$ cat config.mk
export PLATFORM = sky130hd
export DESIGN_NAME = drs_refresh_ctrl
export DESIGN_NICKNAME = d
export VERILOG_FILES = /design/src/logic/drs_pkg.sv /design/src/logic/drs_refresh_ctrl.sv
export SDC_FILE = /design/constraint.sdc
export NUM_CORES = 1
export LEC_CHECK = 0
export BUFFER_PORTS_ARGS = -buffer_cell sky130_fd_sc_hd__clkbuf_2
export CORE_MARGIN = 1.5
export CORE_UTILIZATION = 50
export DETAILED_ROUTE_END_ITERATION = 8
export PLACE_DENSITY = 0.73
export SYNTH_ARGS = -nofsm -noshare
export SYNTH_HDL_FRONTEND = slang
export SYNTH_SLANG_ARGS = --single-unit
$ cat constraint.sdc
create_clock -name I_MCLK -period 11 [get_ports I_MCLK]
set_input_delay 1.1 -clock I_MCLK [delete_from_list [all_inputs] [get_ports I_MCLK]]
set_output_delay 1.1 -clock I_MCLK [all_outputs]
set_load 0.02 [all_outputs]
$ cat src/logic/drs_pkg.sv
// Notes on behaviour
// RULE1 - controller issues the minimum all-bank refresh count in every rolling 32 ms window
// RULE2 - a full cycle of eight per-bank refreshes counts as one all-bank refresh
// RULE3 - controller issues at most eight all-bank refreshes per rolling burst window
// RULE4 - self refresh time lowers the required count by the rounded-up proportional share
// RULE5 - self refresh entry is CKE, select, CA0, CA1 low and CA2 high at a rising edge
// RULE6 - controller holds CKE high before entry and drives a NOP right after it
// RULE7 - CKE low keeps self refresh; the device ignores every other input meanwhile
// RULE8 - in self refresh the internal timer refreshes, external clock gated, first within residency
// RULE9 - controller stays in self refresh at least the minimum residency time
// RULE10 - controller may change or stop the clock one cycle after entry, restarts it before exit
// RULE11 - exit: stable clock, raise CKE, then wait the exit delay before commands
// RULE12 - during the exit delay CKE stays high and NOPs are driven every edge
// RULE13 - after exit at least one all-bank or eight per-bank refreshes precede re-entry
// RULE14 - controller idles every bank before the self refresh command
// RULE15 - exit delay counts from the first rising edge with CKE high
// RULE16 - controller gives two stable clock cycles before raising CKE on exit
// RULE17 - 8-bit bank mask, one bit per bank; masked bank gets no self refresh
// RULE18 - unmasked bank refreshes only its unmasked segments in self refresh
// RULE19 - eight segment mask bits, each blocking its segment in every bank
// RULE20 - a bank segment refreshes only when both its bank and segment bits are clear
// RULE21 - mask bit 1 means masked, 0 means unmasked
// RULE22 - per-bank refresh leaves other banks usable; the per-bank counter starts at bank 0
// RULE23 - an all-bank refresh resets the per-bank counter to zero
// RULE24 - each per-bank refresh advances the counter, wrapping from the last bank to zero
package drs_pkg;

  // ****************************************
  // clock and timing
  // ****************************************
  localparam int CLK_PERIOD_PS = 5000;
  localparam int T_CKESR_NS = 15; // min self refresh residency
  localparam int T_XSR_NS = 140; // self refresh exit delay
  localparam int T_RFCPB_NS = 60; // single bank refresh cycle
  localparam int T_REFI_NS = 3900; // average refresh interval
  localparam int CKESR_CYC = (T_CKESR_NS * 1000 + CLK_PERIOD_PS - 1) / CLK_PERIOD_PS;
  localparam int XSR_CYC = (T_XSR_NS * 1000 + CLK_PERIOD_PS - 1) / CLK_PERIOD_PS;
  localparam int RFCPB_CYC = (T_RFCPB_NS * 1000 + CLK_PERIOD_PS - 1) / CLK_PERIOD_PS;
  localparam int SR_INT_CYC = (T_REFI_NS * 1000) / CLK_PERIOD_PS; // longest time, rounded down
  localparam int CNT_W = 16;

  // ****************************************
  // mode register addresses and command bits
  // ****************************************
  localparam logic [7:0] MA_BANK_MASK = 8'h10; // bank_refresh_mask
  localparam logic [7:0] MA_SEG_MASK = 8'h11; // segment_refresh_mask
  localparam logic [7:0] MASK_RESET = 8'h00;
  localparam int CA_W = 10;
  localparam int CA_B0 = 0;
  localparam int CA_B1 = 1;
  localparam int CA_B2 = 2;
  localparam int CA_B3 = 3;
  localparam int BANK_W = 3;

  // ****************************************
  // device states
  // ****************************************
  typedef enum logic [2:0]
  {
    ST_IDLE = 3'h1,
    ST_SREF = 3'h2,
    ST_EXIT = 3'h4
  } drs_state_t;

endpackage

$ cat src/logic/drs_refresh_ctrl.sv
`timescale 1ns/100ps
`default_nettype none
module drs_refresh_ctrl
  import drs_pkg::*;
#(
  parameter int N_BANKS = 8,
  parameter int N_SEGS = 8,
  parameter int SR_INTERVAL = SR_INT_CYC
)
(
  // clock and reset
  input wire logic I_MCLK,
  input wire logic I_SYS_RST,
  // command pins, rising and falling halves of the command word
  input wire logic I_CKE,
  input wire logic I_CS_N,
  input wire logic [CA_W-1:0] I_CA_RISE,
  input wire logic [CA_W-1:0] I_CA_FALL,
  // status toward the array
  output logic O_SELF_REFRESH,
  output logic O_CLK_GATED,
  output logic O_EXIT_WAIT,
  output logic O_INT_REFRESH,
  output logic [N_BANKS*N_SEGS-1:0] O_REFRESH_MAP,
  output logic [BANK_W-1:0] O_PB_BANK,
  output logic [N_BANKS-1:0] O_PB_BUSY,
  output logic O_REF_EQUIV,
  output logic [7:0] O_BANK_MASK,
  output logic [7:0] O_SEG_MASK
);

  // ****************************************
  // registers
  // ****************************************
  drs_state_t state_ff, nxt_state;
  logic cke_ff;
  logic [CNT_W-1:0] xsr_cnt_ff, nxt_xsr_cnt;
  logic [CNT_W-1:0] sr_tmr_ff, nxt_sr_tmr;
  logic [CNT_W-1:0] pb_cnt_ff;
  logic [BANK_W-1:0] pb_ptr_ff;
  logic [7:0] bank_mask_ff, seg_mask_ff;
  logic int_ref_ff, ref_equiv_ff, exit_wait_ff, sref_ff;
  logic [N_BANKS*N_SEGS-1:0] map_ff;

  // ****************************************
  // command decode
  // ****************************************
  wire sel = !I_CS_N;
  wire ca0 = I_CA_RISE[CA_B0];
  wire ca1 = I_CA_RISE[CA_B1];
  wire ca2 = I_CA_RISE[CA_B2];
  wire ca3 = I_CA_RISE[CA_B3];
  // commands count only once the exit delay is over
  wire cmd_ok = (state_ff == ST_IDLE) || ((state_ff == ST_EXIT) && (xsr_cnt_ff == '0));
  wire ref_cmd = cmd_ok && cke_ff && I_CKE && sel && !ca0 && !ca1 && ca2;
  wire all_bank_refresh_cmd = ref_cmd && ca3;
  wire per_bank_refresh_cmd = ref_cmd && !ca3;
  wire sre_cmd = cmd_ok && cke_ff && !I_CKE && sel && !ca0 && !ca1 && ca2; // [RULE5]
  wire mrw_cmd = cmd_ok && cke_ff && I_CKE && sel && !ca0 && !ca1 && !ca2 && !ca3;
  // mode register address: rising CA9..CA4 over falling CA1..CA0
  wire [7:0] mrw_addr = {I_CA_RISE[9:4], I_CA_FALL[1:0]};
  wire [7:0] mrw_data = I_CA_FALL[9:2];
  wire wr_bank_mask = mrw_cmd && (mrw_addr == MA_BANK_MASK);
  wire wr_seg_mask = mrw_cmd && (mrw_addr == MA_SEG_MASK);
  wire pb_last = (pb_ptr_ff == BANK_W'(N_BANKS - 1));

  // ****************************************
  // refresh enable map: bit b*N_SEGS+s
  // ****************************************
  logic [N_BANKS*N_SEGS-1:0] refresh_map;
  genvar gb, gs;
  generate
    for (gb = 0; gb < N_BANKS; gb++)
    begin : g_bank
      for (gs = 0; gs < N_SEGS; gs++)
      begin : g_seg
        // a set bit masks; both must be clear to refresh
        assign refresh_map[gb*N_SEGS+gs] = !bank_mask_ff[gb] && !seg_mask_ff[gs]; // [RULE17] [RULE18] [RULE19] [RULE20] [RULE21]
      end
    end
  endgenerate

  // ****************************************
  // state sequencing
  // ****************************************
  // no new internal refresh once the exit delay has run out, so a strobe never
  // meets a mask write on the edge at which the device leaves self refresh
  wire sr_due = (state_ff == ST_SREF) || ((state_ff == ST_EXIT) && (xsr_cnt_ff != '0));
  wire sr_fire = sr_due && (sr_tmr_ff == '0);

  // next state; in self refresh only CKE is looked at
  always_comb
  begin
    nxt_state = state_ff;
    nxt_xsr_cnt = xsr_cnt_ff;
    nxt_sr_tmr = sr_tmr_ff;
    case (state_ff)
      ST_IDLE:
      begin
        if (sre_cmd)
        begin
          nxt_state = ST_SREF;
          nxt_sr_tmr = '0; // first internal refresh on the next edge, well inside residency [RULE8]
        end
      end
      ST_SREF:
      begin
        nxt_sr_tmr = sr_fire ? CNT_W'(SR_INTERVAL - 1) : sr_tmr_ff - 1'b1;
        if (I_CKE) // [RULE7]
        begin
          nxt_state = ST_EXIT;
          nxt_xsr_cnt = CNT_W'(XSR_CYC - 1); // first edge with CKE high is cycle 0 [RULE15]
        end
      end
      ST_EXIT:
      begin
        // internal refresh keeps running so one in progress can finish
        nxt_sr_tmr = sr_fire ? CNT_W'(SR_INTERVAL - 1) : sr_tmr_ff - 1'b1;
        if (!I_CKE && xsr_cnt_ff != '0)
        begin
          nxt_state = ST_SREF; // re-entry during the exit delay
        end
        else if (xsr_cnt_ff != '0)
        begin
          nxt_xsr_cnt = xsr_cnt_ff - 1'b1;
        end
        else if (sre_cmd)
        begin
          nxt_state = ST_SREF;
          nxt_sr_tmr = '0;
        end
        else
        begin
          nxt_state = ST_IDLE;
        end
      end
      default:
      begin
        nxt_state = ST_IDLE;
      end
    endcase
  end

  // state, counters and CKE history
  always_ff @(posedge I_MCLK or posedge I_SYS_RST)
  begin
    if (I_SYS_RST)
    begin
      state_ff <= ST_IDLE;
      cke_ff <= 1'b0;
      xsr_cnt_ff <= '0;
      sr_tmr_ff <= '0;
    end
    else
    begin
      state_ff <= nxt_state;
      cke_ff <= I_CKE;
      xsr_cnt_ff <= nxt_xsr_cnt;
      sr_tmr_ff <= nxt_sr_tmr;
    end
  end

  // ****************************************
  // mask registers, written by mode register write
  // ****************************************
  always_ff @(posedge I_MCLK or posedge I_SYS_RST)
  begin
    if (I_SYS_RST)
    begin
      bank_mask_ff <= MASK_RESET;
      seg_mask_ff <= MASK_RESET;
    end
    else
    begin
      if (wr_bank_mask)
      begin
        bank_mask_ff <= mrw_data; // [RULE17]
      end
      if (wr_seg_mask)
      begin
        seg_mask_ff <= mrw_data; // [RULE19]
      end
    end
  end

  // ****************************************
  // per-bank refresh pointer and busy window
  // ****************************************
  // only the addressed bank is busy; the rest stay usable
  always_ff @(posedge I_MCLK or posedge I_SYS_RST)
  begin
    if (I_SYS_RST)
    begin
      pb_ptr_ff <= '0; // [RULE22]
      pb_cnt_ff <= '0;
      ref_equiv_ff <= 1'b0;
    end
    else
    begin
      ref_equiv_ff <= all_bank_refresh_cmd || (per_bank_refresh_cmd && pb_last); // [RULE2]
      if (all_bank_refresh_cmd)
      begin
        pb_ptr_ff <= '0; // [RULE23]
      end
      else if (per_bank_refresh_cmd)
      begin
        pb_ptr_ff <= pb_last ? '0 : pb_ptr_ff + 1'b1; // [RULE24]
        pb_cnt_ff <= CNT_W'(RFCPB_CYC);
      end
      else if (pb_cnt_ff != '0)
      begin
        pb_cnt_ff <= pb_cnt_ff - 1'b1;
      end
    end
  end

  // ****************************************
  // registered outputs
  // ****************************************
  // the map is frozen into the strobe so the array sees a stable set
  always_ff @(posedge I_MCLK or posedge I_SYS_RST)
  begin
    if (I_SYS_RST)
    begin
      int_ref_ff <= 1'b0;
      map_ff <= '0;
      exit_wait_ff <= 1'b0;
      sref_ff <= 1'b0;
    end
    else
    begin
      int_ref_ff <= sr_fire; // [RULE8]
      map_ff <= sr_fire ? refresh_map : '0; // [RULE18] [RULE20]
      exit_wait_ff <= (nxt_state == ST_EXIT) && (nxt_xsr_cnt != '0); // [RULE15]
      sref_ff <= (nxt_state != ST_IDLE); // [RULE8]
    end
  end

  // busy flags kept in a flop so the pins never glitch while the counter decodes
  logic [N_BANKS-1:0] pb_sel;
  logic [N_BANKS-1:0] pb_busy_ff;
  generate
    for (gb = 0; gb < N_BANKS; gb++)
    begin : g_busy
      assign pb_sel[gb] = (pb_ptr_ff == BANK_W'(gb));
    end
  endgenerate
  // busy ends with the last count; an all-bank refresh freezes the count
  wire pb_done = !all_bank_refresh_cmd && (pb_cnt_ff == CNT_W'(1));

  // only the addressed bank is flagged busy
  always_ff @(posedge I_MCLK or posedge I_SYS_RST)
  begin
    if (I_SYS_RST)
    begin
      pb_busy_ff <= '0;
    end
    else if (per_bank_refresh_cmd)
    begin
      pb_busy_ff <= pb_sel; // [RULE22]
    end
    else if (pb_done)
    begin
      pb_busy_ff <= '0;
    end
  end

  assign O_SELF_REFRESH = sref_ff;
  assign O_CLK_GATED = sref_ff; // external clock ignored internally [RULE8]
  assign O_EXIT_WAIT = exit_wait_ff;
  assign O_INT_REFRESH = int_ref_ff;
  assign O_REFRESH_MAP = map_ff;
  assign O_PB_BANK = pb_ptr_ff;
  assign O_PB_BUSY = pb_busy_ff;
  assign O_REF_EQUIV = ref_equiv_ff;
  assign O_BANK_MASK = bank_mask_ff;
  assign O_SEG_MASK = seg_mask_ff;

endmodule
`default_nettype wire

# --- Word level (Yosys, flattened, before mapping) ---
# Cells that the tools add are included.
classes:
  addsub: 4
  n_eq_ne: 16
  muxes: 24
  n_bitwise: 1
  reduce_logical: 126
op_table:
  columns: ["cell", "n"]
  rows:
  - ["$mux W16", 10]
  - ["$logic_and A1 B1 Y1", 88]
  - ["$mux W64", 1]
  - ["$pmux W16 S3", 1]
  - ["$reduce_bool A16 Y1", 3]
  - ["$sub A16 B1 Y16 const B", 3]
  - ["$logic_not A16 Y1", 2]
  - ["$pmux W16 S2", 1]
  - ["$logic_not A1 Y1", 23]
  - ["$mux W3", 7]
  - ["$eq A3 B3 Y1 const B", 6]
  - ["$eq A16 B1 Y1 const B", 1]
  - ["$eq A8 B5 Y1 const B", 2]
  - ["$mux W8", 2]
  - ["$eq A3 B2 Y1 const B", 3]
  - ["$pmux W3 S3", 1]
  - ["$eq A3 B1 Y1 const B", 2]
  - ["$reduce_bool A2 Y1", 3]
  - ["$reduce_and A2 Y1", 2]
  - ["$add A3 B1 Y3 const B", 1]
  - ["$logic_not A3 Y1", 1]
  - ["$logic_or A1 B1 Y1", 3]
  - ["$ne A3 B1 Y1 const B", 1]
  - ["$reduce_bool A3 Y1", 1]
  - ["3 further kinds", 3]
totals:
  ff_bits: 147
  out_inout_bits: 96

# --- Logic depth before layout (Yosys ltp) ---
# Gate-level depths: netlist (run 1).
depth:
  word_depth: 15
  depth_mapped: 11
  depth_no_buf: 10

# --- Worst setup path before layout (run 1) ---
# Ideal clock, no wire load.
synth_path:
  path_type: "input to register"
  start: "in I_CS_N"
  end: "reg pb_busy_ff[0] (netlist: O_PB_BUSY[0])"
  setup_ps: 121
  arrival_time_ps: 2952
  slack_ps: 7927
  path_stages: 8
  cell_sequence: "nor4b_1 -> nand2_1 -> or4b_1 -> clkbuf_1 -> or2_0 -> buf_6 -> o21a_4 -> a22o_1"
synth_between:
  elab_chain_len: 9
synth_rtl:
  columns: ["element", "line_no", "source"]
  rows:
  - ["start, declared", "drs_refresh_ctrl.sv:16", "input wire logic I_CS_N,"]
  - ["$logic_not A1 Y1 (*)", "drs_refresh_ctrl.sv:48", "wire sel = !I_CS_N;"]
  - ["$logic_and A1 B1 Y1 (*) (4 in series)", "drs_refresh_ctrl.sv:55", "wire ref_cmd = cmd_ok && cke_ff && I_CKE && sel && !ca0 && !ca1 && ca2;"]
  - ["$logic_and A1 B1 Y1", "drs_refresh_ctrl.sv:56", "wire all_bank_refresh_cmd = ref_cmd && ca3;"]
  - ["$logic_not A1 Y1", "drs_refresh_ctrl.sv:249", "wire pb_done = !all_bank_refresh_cmd && (pb_cnt_ff == CNT_W'(1));"]
  - ["$logic_and A1 B1 Y1", "drs_refresh_ctrl.sv:249", null]
  - ["$reduce_bool A2 Y1 (no source line)", null, null]
  - ["end signal, assigned", "drs_refresh_ctrl.sv:260", "pb_busy_ff <= pb_sel;"]
  - ["end, declared", "drs_refresh_ctrl.sv:241", "logic [N_BANKS-1:0] pb_busy_ff;"]
# Every way passes the cells marked *; elsewhere a longest branch is shown, timed or not.
# A chain may end at the register's enable or synchronous reset.

# --- Final worst setup path (run 1) ---
layout_path:
  start: "reg xsr_cnt_ff[0]"
  end: "reg pb_busy_ff[5] (netlist: O_PB_BUSY[5])"
layout_between:
  elab_chain_len: 13
layout_rtl:
  columns: ["element", "line_no", "source"]
  rows:
  - ["start, declared", "drs_refresh_ctrl.sv:37", "logic [CNT_W-1:0] xsr_cnt_ff, nxt_xsr_cnt;"]
  - ["start signal, assigned", "drs_refresh_ctrl.sv:158", "xsr_cnt_ff <= nxt_xsr_cnt;"]
  - ["$logic_not A16 Y1 (*)", "drs_refresh_ctrl.sv:54", "wire cmd_ok = (state_ff == ST_IDLE) || ((state_ff == ST_EXIT) && (xsr_cnt_ff == '0));"]
  - ["$logic_and A1 B1 Y1 (*)", "drs_refresh_ctrl.sv:54", null]
  - ["$logic_or A1 B1 Y1 (*)", "drs_refresh_ctrl.sv:54", null]
  - ["$logic_and A1 B1 Y1 (*) (6 in series)", "drs_refresh_ctrl.sv:55", null]
  - ["$logic_and A1 B1 Y1", "drs_refresh_ctrl.sv:56", null]
  - ["$logic_not A1 Y1", "drs_refresh_ctrl.sv:249", null]
  - ["$logic_and A1 B1 Y1", "drs_refresh_ctrl.sv:249", null]
  - ["$reduce_bool A2 Y1 (no source line)", null, null]
# Marked as above.

==> summary.md, run 1 <==
| Metric | Value |
|---|---|
| Vias in the first global route | `4693` |
| Tot GR Track Use | `0.2267` |
| PD cells | `169.1 nW/um^2` |
| Nets | `730` |
| Io pins | `120` |
| FMAX | `0.2727 GHz` |
| Setup Skew | `0.005813 ns` |
| Final hold viol count | `0` |
| Area contributors post-synth | `dfrtp_1, nor2_1, mux2_2` |
| Setup bufs post-CTS | `0` |
| Final WL | `14180 um` |
| Hold Path Class | `flip-flop to flip-flop` |
| Critical Path RT | `11.35 ns` |
| Residual DRC | `0` |
| Sequential Power Share | `0.472` |
| Gpl congestion | `0.8581` |
| Grt total ovfl | `0` |
| Register area | `3680 um^2` |
| Hold Crit Start | `sr_tmr_ff[9]` |
| Pre-CTS WS | `7.119 ns` |
| Synth Register Bits | `147` |
| Fill count | `982` |
| Drt wl/cell | `16.18 um` |
| Clock Sinks | `147` |
| NetSw | `0.3222 mW` |
| Cell area after layout | `7564 um^2` |
| Pre-Repair DR Iteration Count | `5` |
| Drt initial violations | `374` |
| Max-cap violations | `0` |
| Die Span Y | `115.1 um` |
| VDD IR max | `0.1181 mV` |
| Post-synth EDFFs | `0` |
| Final Setup Violations | `0` |
| Syn_nets | `623` |
| Slew Viols, Final | `0` |
| Routed via count | `4814` |
| Seq/Total Area, Yosys | `0.5855` |
| Initial antenna violation count | `0` |
| First-pass GRT wire length | `22960 um` |
| CTS tree | `built` |
| Yosys synthesis warning count | `0` |
| Pin count of the biggest net entering global routing | `80` |
| Mapped Area | `6285 um^2` |
| Critical path class | `flip-flop to flip-flop` |
| Leading area contributor after synthesis | `dfrtp_1` |
| Clock buffer depth | `2` |
| WHS Endpoint | `sr_tmr_ff[9]` |
| Crit start category | `flip-flop` |
| Leakage | `4.034 nW` |
| Final core occ | `0.6245` |
| Resize count post-CTS | `0` |
| CP endpoint kind | `flip-flop` |
| Status | `complete, no violations` |
| Layout Cells excl Fill | `876` |
| Via/cell ratio | `5.495` |
| Combinational Power Share | `0.084` |
| Clock period minus worst slack | `3.667 ns` |
| RSZ-0062 raised after global routing | `no` |
| Multi-input logic area | `2394 um^2` |
| Clk pwr share | `0.444` |
| Initial core utilization | `0.5189` |
| Placed cells | `844` |
| Die Width | `115.1 um` |
| Clk pin slew, worst setup/hold paths | `0.06 ns` |
| Core Footprint | `12110 um^2` |
| Post-synth ARST share | `1.000` |
| Slew HR | `0.1598` |
| H-tree depth | `4` |
| FF-to-FF path depth | `8` |
| Sum of negative setup slack | `0 ns` |
| Cts hold-fix bufs | `0` |
| Int Pwr | `0.9564 mW` |
| Critical path peak fanout | `23` |
| Synthesis-to-layout area growth | `20.35%` |
| Post-synth top area share | `0.5813` |
| Tcrit/Tclk final | `0.3334` |
| Pwr Total | `1.279 mW` |
| Final WS setup | `7.333 ns` |
| RR Startpoint | `xsr_cnt_ff[0]` |
| Root Buffer | `clkbuf_16` |
| Syn Area/Cell | `10.69 um^2` |
| DRT antenna net count | `0` |
| CTS buffer count | `17` |
| Reg2reg setup slack | `7.33 ns` |
| Net Sw Frac | `0.2520` |
| Instance area at placement | `6974 um^2` |
| Syn Inst Count | `588` |
| # diodes | `0` |
| Layout cell share with drive strength beyond 1 | `0.2740` |
| FF-to-FF End | `O_PB_BUSY[5]` |
| DP HPWL | `9683 um` |
| Die ar. | `13250 um^2` |
| Input/output buffers | `119` |
| Hold_ws | `0.4884 ns` |
| Worst-Margin Slew | `1.258 ns` |
| Primary FF master, synth | `dfrtp_1` |
| Yosys cell types | `63` |
| Critical Path AT | `4.02 ns` |
| Rows | `40` |
| Worst Hold Path Cells | `1` |
| Skew-Pair Late Insertion Delay | `0.42 ns` |
Yosys cell counts, types with 13 or more instances:
cell type  count
mux2_2        17
or3_1         19
nand2_1       33
o21ai_0       32
nand3_1       17
clkbuf_1      20
inv_1         18
nor3_1        13
dfrtp_1      146
nor2_1       107
cell usage in the layout, fill, tap and decap left out, drive strengths merged, types with 2 or more instances in the layout:
cell type  instances
nor2b              3
nand4             11
nor4              10
ha                11
nor4b              3
or3b               2
o211ai             4
or4                6
bufinv             2
a32o               3
or2                6
a211o              2
nor3b              6
clkinv             4
a21o               7
a22o               6
a21oi              9
buf                3
mux2              17
clkbuf           138
o21a               2
o21ai             33
nor3              13
and3               4
dfrtp            146
o41ai              2
or4b               4
xor2              11
nand4b             2
o31a               3
o31ai              7
o22ai              3
a31oi              5
nand3             17
nor2             110
or3               19
inv               23
mux2i              5
clkinvlp           2
nand2             33
worst max path at each step:
stage                   from        endpoint  depth (start not counted)
2_1_floorplan      I_SYS_RST  O_BANK_MASK[0]                          1
3_3_place_gp          I_CS_N    O_PB_BUSY[5]                          6
3_5_place_dp          I_CS_N    O_PB_BUSY[5]                          6
4_1_cts        xsr_cnt_ff[0]    O_PB_BUSY[5]                          8
5_1_grt        xsr_cnt_ff[0]    O_PB_BUSY[5]                          8
6_report       xsr_cnt_ff[0]    O_PB_BUSY[5]                          8
registers in the layout (all words and copies together) (netlist names), 3 cells and up:
register / flops
sr_tmr_ff: 16
O_BANK_MASK: 8
O_PB_BUSY: 8
state_ff: 3
O_SEG_MASK: 8
O_PB_BANK: 3
xsr_cnt_ff: 16
O_REFRESH_MAP: 64
pb_cnt_ff: 16
cell families (layout without fill, tap and decap cells):
kind of cell    after synthesis  in the layout  share of synthesized area
fa+ha+maj                    11             11                    0.02190
simple gates                252            252                     0.2029
mux                          22             22                    0.03842
compound gates               93             93                     0.1023
xor+xnor                     11             11                    0.01533
flops                       147            147                     0.5855
buf+inv                      52            172                    0.03364
power by group through the flow:
stage	sequential [mW]	clock, mW	combinational, mW
after floorplan	0.607	0	0.0786
after global placement	0.610	0	0.101
after detailed placement	0.611	0	0.108
after CTS	0.603	0.576	0.109
after global routing	0.608	0.601	0.123
final	0.603	0.567	0.108
layer usage:
layer / vias up / share of wire / track usage
li1: 2263 / - / -
met1: 2389 / 0.43 / 0.2870
met2: 140 / 0.51 / 0.3718
met3: 22 / 0.044 / 0.05271
met4: 0 / 0.023 / 0.1062
met5: - / 0 / 0
layout make-up:
| class | instances | area share |
|---|---|---|
| clock buffer | 19 | 0.05856 |
| multi-input combinational | 389 | 0.3165 |
| clock inverter | 13 | 0.01935 |
| tap | 168 | 0.02779 |
| inverter | 18 | 0.009595 |
| timing repair buffer | 122 | 0.08172 |
| sequential | 147 | 0.4865 |
worst max-delay path: stages, from the launching register on:
cell     delay, ns
dfrtp_1       0.43
inv_1         0.11
ha_1          0.15
or4b_4        0.50
nor4_4        0.32
a21oi_1       0.11
or4b_1        0.85
nor2_1        0.84
a32o_1        0.28
Power figures use the tool's default switching activity.
==> run 2: changes to the inputs <==
- PLACE_DENSITY: 0.73 -> 0.76
- clock period: 11 -> 3.2 ns (I/O delays scaled with it)
==> run 2 against run 1 <==
  * Global-route usage rose by 0.70 points
  * Highest routed layer unchanged
  * Register-to-register slack got worse by 7.2 ns
  * Die area stayed put
==> summary.md, run 2 (synthesized netlist as in run 1, its figures left out) <==
| Metric | Value |
|---|---|
| Via/cell ratio | `5.547 (was 5.495)` |
| Die Span Y | `115.1 um (unchanged)` |
| Critical Path AT | `3.34 ns (was 4.02 ns)` |
| Slew Viols, Final | `0 (unchanged)` |
| CTS tree | `built (unchanged)` |
| Met1 wire length | `6335 um (was 6029 um)` |
| Initial antenna violation count | `0 (unchanged)` |
| Pin count of the biggest net entering global routing | `60 (was 80)` |
| DRT antenna net count | `0 (unchanged)` |
| Slew HR | `0.4118 (was 0.1598)` |
| Crit path largest cell delay | `0.56 ns (was 0.85 ns)` |
| Residual DRC | `0 (unchanged)` |
| Setup Skew | `0.01227 ns (was 0.005813 ns)` |
| Clock Sinks | `147 (unchanged)` |
| VDD IR max | `0.2910 mV (was 0.1181 mV)` |
| CP endpoint kind | `flip-flop (unchanged)` |
| Commonest cells after routing, fill and taps aside | `dfrtp_1, clkbuf_2, nor2_1 (unchanged)` |
| Pre-CTS WS | `0.07864 ns (was 7.119 ns)` |
| CP max stage cell | `or4_4 (was or4b_1)` |
| Critical Path RT | `3.48 ns (was 11.35 ns)` |
| Clk pin slew, worst setup/hold paths | `0.06 ns (about the same)` |
| Hold Path Class | `primary input to asynchronous set/reset pin (was flip-flop to flip-flop)` |
| Gpl congestion | `0.9348 (was 0.8581)` |
| Rows | `40 (unchanged)` |
| Final hold viol count | `0 (unchanged)` |
| Core Footprint | `12110 um^2 (unchanged)` |
| Commonest non-fill, non-tap cell in the layout | `dfrtp_1 (unchanged)` |
| PD cells | `580.7 nW/um^2 (was 169.1 nW/um^2)` |
| Die ar. | `13250 um^2 (unchanged)` |
| Nets | `742 (was 730)` |
| Leakage | `4.103 nW (was 4.034 nW)` |
| Final WS setup | `0.1438 ns (was 7.333 ns)` |
| First-pass GRT wire length | `23870 um (was 22960 um)` |
| H-tree depth | `4 (unchanged)` |
| DP HPWL | `10120 um (was 9683 um)` |
| Clock period minus worst slack | `3.056 ns (was 3.667 ns)` |
| Final WL | `14560 um (was 14180 um)` |
| Status | `complete, no violations (unchanged)` |
| Met3 routed WL | `594 um (was 622 um)` |
| RSZ-0062 raised after global routing | `no (unchanged)` |
| Worst path top cell family by delay | `simple AND/OR/NAND/NOR gates (unchanged)` |
| Clock buffer depth | `2 (unchanged)` |
| Die Width | `115.1 um (unchanged)` |
| # diodes | `0 (unchanged)` |
| Max reg flops | `64 (unchanged)` |
| Pre-Repair DR Iteration Count | `5 (unchanged)` |
| Final Setup Violations | `0 (unchanged)` |
| Max-cap violations | `0 (unchanged)` |
| Most frequent CP cell | `o211ai_1` |
| Root Buffer | `clkbuf_16 (unchanged)` |
| Hold_ws | `0.06095 ns (was 0.4884 ns)` |
| Critical path peak fanout | `7 (was 23)` |
| CTS buffer count | `17 (unchanged)` |
| Routed via count | `4926 (was 4814)` |
| Tot GR Track Use | `0.2337 (was 0.2267)` |
| Worst path bufs/invs | `2 (was 1)` |
| Drt wl/cell | `16.40 um (was 16.18 um)` |
| Skew-Pair Late Insertion Delay | `0.42 ns (about the same)` |
| Tcrit/Tclk final | `0.9551 (was 0.3334)` |
| Top routing layer used | `met4 (unchanged)` |
| Vias in the first global route | `4867 (was 4693)` |
| FMAX | `0.3272 GHz (was 0.2727 GHz)` |
| Met2 wire len | `7365 um (was 7198 um)` |
| Input/output buffers | `119 (unchanged)` |
| Initial core utilization | `0.5189 (unchanged)` |
| Crit-path cells | `inv_1, ha_1, or4b_4, or4_4, buf_4, a211o_1, o211ai_1, o211ai_1, nor4_2, a31oi_1 (was inv_1, ha_1, or4b_4, nor4_4, a21oi_1, or4b_1, nor2_1, a32o_1)` |
| Drt initial violations | `317 (was 374)` |
| Grt total ovfl | `0 (unchanged)` |
| Synthesis-to-layout area growth | `22.74% (was 20.35%)` |
| Crit start category | `flip-flop (unchanged)` |
| Critical path class | `flip-flop to flip-flop (unchanged)` |
| Worst-Margin Slew | `0.8804 ns (was 1.258 ns)` |
| Layout cell share with drive strength beyond 1 | `0.2875 (was 0.2740)` |
| Sum of negative setup slack | `0 ns (unchanged)` |
| Io pins | `120 (unchanged)` |
[run 2: per-layer routing]
| layer | vias up | global-route usage |
|---|---|---|
| met3 | 25 | 0.04428 |
| met2 | 158 | 0.3944 |
| met1 | 2442 | 0.2974 |
| met5 | - | 0 |
| li1 | 2301 | - |
| met4 | 0 | 0.09877 |
[run 2: worst reg2reg max path: cells and delay by family (launching register included)]
family / cells / cell delay [ns]
adder cells (fa/ha/maj): 1 / 0.14
buffers and inverters: 2 / 0.29
AND/OR/NAND/NOR: 3 / 1.41
flip-flops: 1 / 0.43
AO/OA/AOI/OAI: 4 / 0.65
[run 2: final timing paths]
check,startpoint,endpoint,slack (ns),cells past startpoint
worst max-delay path,xsr_cnt_ff[0],O_EXIT_WAIT,0.14,10
worst min-delay path,I_SYS_RST,O_REFRESH_MAP[54],0.06,2
worst max register to register,xsr_cnt_ff[0],O_EXIT_WAIT,0.14,10
worst min register to register,sr_tmr_ff[15],sr_tmr_ff[15],0.49,1
max in group asynchronous,I_SYS_RST,state_ff[0],2.37,3
min in group I_MCLK,I_CA_FALL[2],O_BANK_MASK[0],0.15,2
[run 2: through the flow]
step | util | power (mW) | instance area (um^2) | std cells
after floorplan | - | 2.357 | 6289 | 588
after global placement | 0.5852 | 2.448 | 7088 | 856
after detailed placement | 0.5852 | 2.471 | 7088 | 856
after CTS | 0.6352 | 4.504 | 7694 | 888
after global routing | 0.6369 | 4.657 | 7714 | 888
final | 0.6369 | 4.479 | 7714 | 888
[run 2: cell type report]
cell class              count  area (um^2)
clock buffers              19        432.9
clock inverters            13        172.7
fillers                   954         4398
inverters                  18        71.32
multi-input cells         389         2410
flip-flops and latches    147         3680
well taps                 168        210.2
repair buffers            134        737.0
[run 2: what timing repair did]
action | in CTS | in global routing
setup endpoints to repair | 0 | 12
resized for setup | 0 | 6
hold buffers | 0 | 0
endpoints found under the hold margin | 0 | 0
buffers inserted | 0 | 0
[run 2: power breakdown]
| part | leakage, nW | switching, mW | internal, mW | total (mW) |
|---|---|---|---|---|
| clock | 0.286 | 0.791 | 1.24 | 2.03 |
| sequential | 2.02 | 0.111 | 1.96 | 2.08 |
| combinational | 1.80 | 0.227 | 0.149 | 0.375 |
| total | 4.10 | 1.13 | 3.35 | 4.48 |
